`src/inc/wd_timer_defines.svh`:
```
`ifndef WD_TIMER_DEFINES_SVH
`define WD_TIMER_DEFINES_SVH

// ----------------------------------------
// Register offsets (byte addresses)
// ----------------------------------------
`define WD_CONTROL_OFFSET 8'h00
`define WD_FLAG_REG_OFFSET 8'h04
`define WD_ENABLE_REG_OFFSET 8'h08

// ----------------------------------------
// Control word fields
// ----------------------------------------
`define WD_PASSWORD 8'h5a
`define WD_READ_KEY 8'h69
`define WD_CLEAR_BIT 3
`define WD_CONTROL_RESET 8'h00
`define WD_FLAG_BIT 0
`define WD_ENABLE_BIT 0

// ----------------------------------------
// Interval taps (counter bit that rises)
// ----------------------------------------
`define WD_TAP_DIV32768 4'd15
`define WD_TAP_DIV8192 4'd13
`define WD_TAP_DIV512 4'd9
`define WD_TAP_DIV64 4'd6

// ----------------------------------------
// Timing
// ----------------------------------------
`define WD_INITIAL_INTERVAL_MS 32
`define WD_COUNT_WIDTH 16
`endif

```
`src/inc/wd_timer_pkg.sv`:
```
package wd_timer_pkg;

    typedef enum logic {
        MODE_WATCHDOG = 1'b0,
        MODE_INTERVAL = 1'b1
    } wd_mode_t;

    typedef enum logic [1:0] {
        DIV_32768 = 2'b00,
        DIV_8192 = 2'b01,
        DIV_512 = 2'b10,
        DIV_64 = 2'b11
    } wd_interval_t;

    // Low byte of the control word, bit 7 down to bit 0
    typedef struct packed {
        logic wd_halt;
        logic nmi_edge_select;
        logic nmi_select;
        wd_mode_t wd_mode_select;
        logic wd_count_clear;
        logic wd_clock_select;
        wd_interval_t wd_interval_select;
    } wd_control_t;

    // One-cycle tick per rising edge of each clock source
    typedef struct packed {
        logic aux;
        logic submain;
        logic main_clk;
        logic internal_osc;
    } clock_ticks_t;

    // Clock health and keep-running requests
    typedef struct packed {
        logic aux;
        logic submain;
    } clock_pair_t;

endpackage

```
`src/logic/watchdog_interval_timer.sv`:
```
// Implementation choices: the Wishbone slave port and the placing of the registers.
`timescale 1ns/1ns
`include "wd_timer_defines.svh"

module watchdog_interval_timer
    import wd_timer_pkg::*;
#(
    parameter bit ENHANCED = 1'b1
) (
    // System
    input wire logic clk,
    input wire logic reset,
    input wire logic clk_en,
    // Wishbone slave
    input wire logic cyc_i,
    input wire logic stb_i,
    input wire logic we_i,
    input wire logic [7:0] adr_i,
    input wire logic [3:0] sel_i,
    input wire logic [31:0] dat_i,
    output logic [31:0] dat_o,
    output logic ack_o,
    // Clock sources
    input wire clock_ticks_t ticks,
    input wire clock_pair_t clock_failed,
    output logic [1:0] keep_clock_on,
    // Interrupt and reset
    input wire logic global_irq_enable,
    input wire logic irq_serviced,
    output logic interval_irq,
    output logic power_up_clear,
    output logic pin_nmi_function,
    output logic pin_nmi_falling
);

    // ----------------------------------------
    // State
    // ----------------------------------------
    wd_control_t control;
    logic [`WD_COUNT_WIDTH-1:0] wd_count;
    logic [`WD_COUNT_WIDTH-1:0] next_count;
    logic from_internal_osc;
    logic wd_flag;
    logic wd_irq_enable;
    logic puc_pending;

    logic bus_req;
    logic write_ctrl;
    logic write_flag;
    logic write_enable;
    logic key_violation;
    logic wd_tick;
    logic [3:0] tap;
    logic expire;
    logic watchdog_mode;
    wd_control_t written;

    assign bus_req = cyc_i & stb_i & ~ack_o;
    assign write_ctrl = bus_req & we_i & (adr_i == `WD_CONTROL_OFFSET);
    assign write_flag = bus_req & we_i & (adr_i == `WD_FLAG_REG_OFFSET)
        & sel_i[0];
    assign write_enable = bus_req & we_i & (adr_i == `WD_ENABLE_REG_OFFSET)
        & sel_i[0];
    assign written = wd_control_t'(dat_i[7:0]);
    assign watchdog_mode = (control.wd_mode_select == MODE_WATCHDOG);

    // A write without byte lane 1 (sel_i[1]) cannot carry the password, so it is a violation too
    assign key_violation = write_ctrl
        & ((dat_i[15:8] != `WD_PASSWORD) | ~sel_i[1]);

    // ----------------------------------------
    // Clock source selection
    // ----------------------------------------
    always_comb begin
        if (from_internal_osc) begin
            wd_tick = ticks.internal_osc;
        end else if (control.wd_clock_select) begin
            if (ENHANCED && watchdog_mode && clock_failed.aux) begin
                wd_tick = ticks.main_clk;
            end else begin
                wd_tick = ticks.aux;
            end
        end else begin
            if (ENHANCED && watchdog_mode && clock_failed.submain) begin
                wd_tick = ticks.main_clk;
            end else begin
                wd_tick = ticks.submain;
            end
        end
    end

    // Forced clock only in watchdog mode, never in interval mode
    always_comb begin
        keep_clock_on = 2'b00;
        if (ENHANCED && watchdog_mode && !from_internal_osc) begin
            keep_clock_on[1] = control.wd_clock_select;
            keep_clock_on[0] = ~control.wd_clock_select;
        end
    end

    // ----------------------------------------
    // Interval tap and expiry
    // ----------------------------------------
    always_comb begin
        case (control.wd_interval_select)
            DIV_32768: tap = `WD_TAP_DIV32768;
            DIV_8192: tap = `WD_TAP_DIV8192;
            DIV_512: tap = `WD_TAP_DIV512;
            DIV_64: tap = `WD_TAP_DIV64;
            default: tap = `WD_TAP_DIV32768;
        endcase
    end

    assign next_count = wd_count + 16'h0001;
    assign expire = wd_tick & ~control.wd_halt & ~wd_count[tap]
        & next_count[tap];

    // ----------------------------------------
    // Power-up clear request
    // ----------------------------------------
    always_ff @(posedge clk or posedge reset) begin
        if (reset) begin
            puc_pending <= 1'b0;
        end else if (clk_en) begin
            puc_pending <= key_violation
                | (expire & watchdog_mode & ~puc_pending);
        end
    end

    assign power_up_clear = puc_pending;

    // ----------------------------------------
    // Control word
    // ----------------------------------------
    always_ff @(posedge clk or posedge reset) begin
        if (reset) begin
            control <= wd_control_t'(`WD_CONTROL_RESET);
            from_internal_osc <= 1'b1;
        end else if (clk_en) begin
            if (puc_pending) begin
                control <= wd_control_t'(`WD_CONTROL_RESET);
                from_internal_osc <= 1'b1;
            end else if (write_ctrl && !key_violation) begin
                control <= written;
                control.wd_count_clear <= 1'b0;
                from_internal_osc <= 1'b0;
            end
        end
    end

    assign pin_nmi_function = control.nmi_select;
    assign pin_nmi_falling = control.nmi_edge_select;

    // ----------------------------------------
    // Counter
    // ----------------------------------------
    always_ff @(posedge clk or posedge reset) begin
        if (reset) begin
            wd_count <= 16'h0000;
        end else if (clk_en) begin
            if (puc_pending) begin
                wd_count <= 16'h0000;
            end else if (write_ctrl && !key_violation
                         && written.wd_count_clear) begin
                wd_count <= 16'h0000;
            end else if (wd_tick && !control.wd_halt) begin
                wd_count <= next_count;
            end
        end
    end

    // ----------------------------------------
    // Flag and interrupt enable
    // ----------------------------------------
    // No reset but the outer one clears the flag, so it survives a
    // power-up clear that this block itself requests.
    always_ff @(posedge clk or posedge reset) begin
        if (reset) begin
            wd_flag <= 1'b0;
        end else if (clk_en) begin
            if (key_violation || expire) begin
                wd_flag <= 1'b1;
            end else if (write_flag) begin
                wd_flag <= dat_i[`WD_FLAG_BIT];
            end else if (irq_serviced && interval_irq) begin
                wd_flag <= 1'b0;
            end
        end
    end

    always_ff @(posedge clk or posedge reset) begin
        if (reset) begin
            wd_irq_enable <= 1'b0;
        end else if (clk_en) begin
            if (puc_pending) begin
                wd_irq_enable <= 1'b0;
            end else if (write_enable) begin
                wd_irq_enable <= dat_i[`WD_ENABLE_BIT];
            end
        end
    end

    // Watchdog mode reports through the reset vector instead
    assign interval_irq = wd_flag & wd_irq_enable & global_irq_enable
        & ~watchdog_mode;

    // ----------------------------------------
    // Wishbone answer
    // ----------------------------------------
    always_ff @(posedge clk or posedge reset) begin
        if (reset) begin
            ack_o <= 1'b0;
        end else if (clk_en) begin
            ack_o <= bus_req;
        end
    end

    always_ff @(posedge clk or posedge reset) begin
        if (reset) begin
            dat_o <= 32'h0000_0000;
        end else if (clk_en && bus_req) begin
            if (adr_i == `WD_CONTROL_OFFSET) begin
                dat_o <= {16'h0000, `WD_READ_KEY, control};
            end else if (adr_i == `WD_FLAG_REG_OFFSET) begin
                dat_o <= {31'h0000_0000, wd_flag};
            end else if (adr_i == `WD_ENABLE_REG_OFFSET) begin
                dat_o <= {31'h0000_0000, wd_irq_enable};
            end else begin
                dat_o <= 32'h0000_0000;
            end
        end
    end

endmodule

```
`config.mk`:
```
export PLATFORM = sky130hd
export DESIGN_NAME = watchdog_interval_timer
export DESIGN_NICKNAME = d
export VERILOG_FILES = /design/src/inc/wd_timer_pkg.sv /design/src/logic/watchdog_interval_timer.sv
export VERILOG_INCLUDE_DIRS = /design/src /design/src/inc
export SDC_FILE = /design/constraint.sdc
export NUM_CORES = 1
export LEC_CHECK = 0
export ABC_CLOCK_PERIOD_IN_PS = 3000
export BUFFER_PORTS_ARGS = -buffer_cell sky130_fd_sc_hd__buf_2
export CAP_MARGIN = 40
export CORE_ASPECT_RATIO = 1.5
export CORE_MARGIN = 1.5
export CORE_UTILIZATION = 49
export DETAILED_ROUTE_END_ITERATION = 6
export PLACE_DENSITY = 0.81
export SLEW_MARGIN = 15
export SYNTH_ARGS = -nofsm -noshare
export SYNTH_HDL_FRONTEND = slang
export SYNTH_SLANG_ARGS = --single-unit
```
`constraint.sdc`:
```
create_clock -name clk -period 3 [get_ports clk]
set_clock_uncertainty 0.1 [all_clocks]
set_input_delay 0.45 -clock clk [delete_from_list [all_inputs] [get_ports clk]]
set_output_delay 0.45 -clock clk [all_outputs]
set_load 0.01 [all_outputs]
```
==> metrics.txt <==
# TYPE chip_impl_metric gauge
chip_impl_info{name="ys_dominant_reg_cell",value="sky130_fd_sc_hd__dfrtp_1"} 1
chip_impl_metric{name="post_drt_wl_per_cell",unit="um"} 14.4
chip_impl_metric{name="min_period",unit="ps"} 2530
chip_impl_metric{name="yosys.area.top_type_share",unit="%"} 37.0
chip_impl_metric{name="length_of_routed_wiring_on_met1",unit="um"} 2060
chip_impl_metric{name="total_area_of_multi_input_combinational_cells",unit="um2"} 1270
chip_impl_metric{name="headroom_to_the_max_slew_limit",unit="%"} 62.9
chip_impl_metric{name="fp-row-count",unit=""} 30
chip_impl_metric{name="synth-compound-area-share",unit="%"} 14.5
chip_impl_metric{name="layout-drive-gt1-share",unit="%"} 26.8
chip_impl_metric{name="dpl.hpwl",unit="um"} 4090
chip_impl_metric{name="cts_sinks",unit=""} 36
chip_impl_metric{name="initial_antenna_violation_count",unit=""} 0
chip_impl_metric{name="port-buffer-count",unit=""} 57
chip_impl_metric{name="post_drt_via_cell_ratio",unit=""} 5.48
chip_impl_metric{name="filler_cells",unit=""} 437
chip_impl_metric{name="chipWidth",unit="um"} 59.8
chip_impl_metric{name="met3WireLength",unit="um"} 188
chip_impl_metric{name="timing.hold.ws",unit="ps"} 151
chip_impl_metric{name="synth.avg_cell_area",unit="um2"} 9.26
chip_impl_metric{name="critical_path_peak_fanout",unit=""} 11
chip_impl_metric{name="gr-usage-all-layers",unit="%"} 22.2
chip_impl_metric{name="via_count",unit=""} 2066
chip_impl_metric{name="post_cts.resized_instances",unit=""} 0
chip_impl_info{name="setup_repair_after_global_routing_missed_its_margin",value="false"} 1
chip_impl_metric{name="n_antenna_cell",unit=""} 0
chip_impl_metric{name="routed-wl-met2",unit="um"} 3020
chip_impl_metric{name="cts-hold-fix-buffers",unit=""} 0
chip_impl_metric{name="vias_in_the_first_global_route",unit=""} 1988
chip_impl_metric{name="async_flop_share",unit="%"} 100
chip_impl_info{name="tritoncts",value="done"} 1
chip_impl_info{name="final_cell_mix",value="sky130_fd_sc_hd__buf_2 (57), sky130_fd_sc_hd__dfrtp_1 (35), sky130_fd_sc_hd__nand2_1 (21), sky130_fd_sc_hd__conb_1 (21), sky130_fd_sc_hd__nor2_1 (15)"} 1
chip_impl_metric{name="max-clock-path-buffers",unit=""} 2
chip_impl_metric{name="required",unit="ps"} 3130
chip_impl_metric{name="yosys.cell_types.count",unit=""} 52
chip_impl_info{name="setup.worst_path.start_class",value="flip-flop"} 1
chip_impl_info{name="critPathCaptureType",value="flip-flop"} 1
chip_impl_info{name="top_signal_layer_used",value="met4"} 1
chip_impl_metric{name="leakagePower",unit="nW"} 1.38
chip_impl_metric{name="floorplan.initialDensity",unit="%"} 51.7
chip_impl_metric{name="critPathMaxStageDelay",unit="ps"} 540
chip_impl_metric{name="grt_pass1_wl",unit="um"} 8900
chip_impl_metric{name="synth.mux.area_fraction",unit="%"} 5.17
chip_impl_metric{name="syn-cell-area",unit="um2"} 2370
chip_impl_metric{name="synth-simple-area-share",unit="%"} 25.6
chip_impl_metric{name="worst_setup_hold_path_clk_slew",unit="ps"} 70
chip_impl_metric{name="detail_route.drc_violations",unit=""} 0
chip_impl_info{name="synthTopCellsByArea",value="sky130_fd_sc_hd__dfrtp_1 (37%), sky130_fd_sc_hd__buf_4 (8.2%), sky130_fd_sc_hd__nand2_1 (3.3%)"} 1
chip_impl_metric{name="setup_violations",unit=""} 0
chip_impl_metric{name="fmax",unit="MHz"} 395
chip_impl_metric{name="globalRouteOverflowTotal",unit=""} 0
chip_impl_metric{name="report.final.slew_viol_count",unit=""} 0
chip_impl_metric{name="seq_area",unit="um2"} 902
chip_impl_metric{name="crit_arrival",unit="ps"} 2660
chip_impl_metric{name="placer_s_final_routability_congestion_estimate",unit=""} 0.895
chip_impl_metric{name="setup_tns",unit="ps"} 0
chip_impl_metric{name="drt_pass_1_iters",unit=""} 4
chip_impl_metric{name="cts_setup_buffers",unit=""} 0
chip_impl_metric{name="postSynthCellCount",unit=""} 256
chip_impl_metric{name="final_nets",unit=""} 373
chip_impl_info{name="worstPathCellList",value="inv_1 -> ha_1 -> mux4_2 -> mux2i_1 -> nand3_1 -> nor4_1 -> a221o_1"} 1
chip_impl_metric{name="hold_violations",unit=""} 0
chip_impl_metric{name="ios",unit=""} 97
chip_impl_info{name="layout.cells.most_common",value="sky130_fd_sc_hd__buf_2"} 1
chip_impl_info{name="cts-root-buf",value="sky130_fd_sc_hd__clkbuf_8"} 1
chip_impl_info{name="run_status",value="finished clean"} 1
chip_impl_metric{name="die_h",unit="um"} 88.2
chip_impl_metric{name="ir_drop",unit="uV"} 393
chip_impl_metric{name="worst-path-buf-inv",unit=""} 1
chip_impl_info{name="synth_area_leader_cell",value="sky130_fd_sc_hd__dfrtp_1"} 1
chip_impl_metric{name="postRouteAntennaNets",unit=""} 0
chip_impl_metric{name="design.die.area",unit="um2"} 5270
chip_impl_metric{name="ys.warnings.count",unit=""} 0
chip_impl_info{name="min-delay-path-class",value="primary input to async pin"} 1
chip_impl_metric{name="synth_enable_flop_cells",unit=""} 0
chip_impl_metric{name="initialDrtViolationCount",unit=""} 60
chip_impl_metric{name="worst_skew_pair.late_latency",unit="ps"} 300
chip_impl_info{name="synth_top_family_by_area",value="simple AND/OR/NAND/NOR gates"} 1
chip_impl_info{name="critical_path.slowest_cell",value="sky130_fd_sc_hd__mux4_2"} 1
chip_impl_info{name="timing.critical_path.max_delay_family",value="multiplexers"} 1
chip_impl_metric{name="drt-total-wl",unit="um"} 5420
chip_impl_metric{name="report.power.total",unit="mW"} 1.08
chip_impl_metric{name="finish.utilization",unit="%"} 59.2
chip_impl_metric{name="ys_seq_area_share",unit="%"} 38.1
chip_impl_metric{name="synth-seq-cells",unit=""} 36
chip_impl_metric{name="worstMarginPinSlew",unit="ps"} 551
chip_impl_metric{name="area_delta_synth_final",unit="%"} 14.3
chip_impl_metric{name="pwr_density_cell",unit="nW/um2"} 400
chip_impl_metric{name="pin_count_of_the_biggest_net_entering_global_routing",unit=""} 37
chip_impl_info{name="critical_path_class",value="flip-flop to flip-flop"} 1
chip_impl_metric{name="cap_violations",unit=""} 0
chip_impl_metric{name="final.period_utilization",unit="%"} 84.4
chip_impl_metric{name="core",unit="um2"} 4580
chip_impl_metric{name="cts_h_tree_depth",unit=""} 2
chip_impl_metric{name="number_of_buffers_added_by_the_clock_tree_synthesis_step",unit=""} 5
chip_impl_metric{name="xor_xnor_portion_of_the_synthesized_cell_area",unit="%"} 3.33
chip_impl_metric{name="synth_fa_ha_area_share",unit="%"} 1.58
==> final cells by class <==
cell class | instances | area share (%)
clock inverter | 1 | 0.277
inverter | 9 | 1.25
sequential | 36 | 33.3
timing repair buffer | 63 | 12.2
clock buffer | 7 | 3.19
multi-input combinational | 197 | 46.8
tap | 64 | 2.96
==> state kept, by name (all words and copies together) (netlist names) <==
| register | flops |
|---|---|
| wd_flag | 1 |
| wd_count | 16 |
| ack_o | 1 |
| control | 5 |
| from_internal_osc | 1 |
| dat_o | 8 |
| pin_nmi_function | 1 |
| pin_nmi_falling | 1 |
| wd_irq_enable | 1 |
| power_up_clear | 1 |
==> layer usage <==
layer / vias up / global-route usage [%]
met4: 0 / 10.3
li1: 990 / -
met2: 64 / 40.1
met5: - / 0
met3: 14 / 3.84
met1: 998 / 24.4
==> synthesized netlist by cell type, types with 2 or more instances <==
cell and n:
sky130_fd_sc_hd__nor2_1 15, sky130_fd_sc_hd__o21ai_1 2, sky130_fd_sc_hd__mux4_2 2, sky130_fd_sc_hd__buf_6 2
sky130_fd_sc_hd__nand2_1 21, sky130_fd_sc_hd__nand3b_1 2, sky130_fd_sc_hd__inv_1 9, sky130_fd_sc_hd__nor2b_1 6
sky130_fd_sc_hd__a21o_1 6, sky130_fd_sc_hd__nor3_1 4, sky130_fd_sc_hd__a32o_1 2, sky130_fd_sc_hd__mux2i_1 4
sky130_fd_sc_hd__nor4_1 4, sky130_fd_sc_hd__nor3b_1 6, sky130_fd_sc_hd__o21ai_0 10, sky130_fd_sc_hd__a21oi_1 10
sky130_fd_sc_hd__or3_1 5, sky130_fd_sc_hd__a22o_1 6, sky130_fd_sc_hd__and4_1 4, sky130_fd_sc_hd__clkbuf_1 5
sky130_fd_sc_hd__buf_4 26, sky130_fd_sc_hd__xor2_1 8, sky130_fd_sc_hd__and2_1 5, sky130_fd_sc_hd__mux2_2 2
sky130_fd_sc_hd__ha_1 3, sky130_fd_sc_hd__dfrtp_1 35, sky130_fd_sc_hd__and3_1 5, sky130_fd_sc_hd__nand4_1 10
sky130_fd_sc_hd__a221o_1 3, sky130_fd_sc_hd__o21bai_1 2, sky130_fd_sc_hd__nand3_1 11
==> kinds of logic after synthesis <==
logic type	after synthesis
and+or+nand+nor	106
other	1
AOI/OAI and AO/OA	49
muxes	9
DFF	36
adders and majority gates	3
buffers and inverters	43
xor gates and xnor gates	9
==> path summary, 6_finish.rpt <==
check	start	slack, ps	end	cells after the start
setup / recovery	control[0]$_DFFE_PP0P_	470	wd_flag$_DFFE_PP0P_	7
hold / removal	reset	150	dat_o[0]$_DFFE_PP0P_	3
setup reg to reg	control[0]$_DFFE_PP0P_	470	wd_flag$_DFFE_PP0P_	7
hold reg to reg	dat_o[0]$_DFFE_PP0P_	410	dat_o[0]$_DFFE_PP0P_	1
max in group asynchronous	reset	2290	from_internal_osc$_DFFE_PP1P_	3
min in group clk	dat_i[7]	310	control[7]$_DFFE_PP0P_	3
==> worst min-delay path, stage by stage <==
cell and delay (ps):
sky130_fd_sc_hd__buf_2 90, sky130_fd_sc_hd__inv_1 40, sky130_fd_sc_hd__buf_4 400
==> stage by stage <==
stage               area [um2]  instances  setup slack (ps)
floorplan                 2440        276               812
finish                    2710        377               468
CTS                       2710        377               440
global placement          2620        369               495
global route              2710        377               255
detailed placement        2620        369               467
==> power breakdown <==
part | switching (mW) | internal [mW]
logic | 0.0833 | 0.0669
registers | 0.0520 | 0.513
clock network | 0.181 | 0.187
Note: power is estimated with default switching activity, not from simulation.
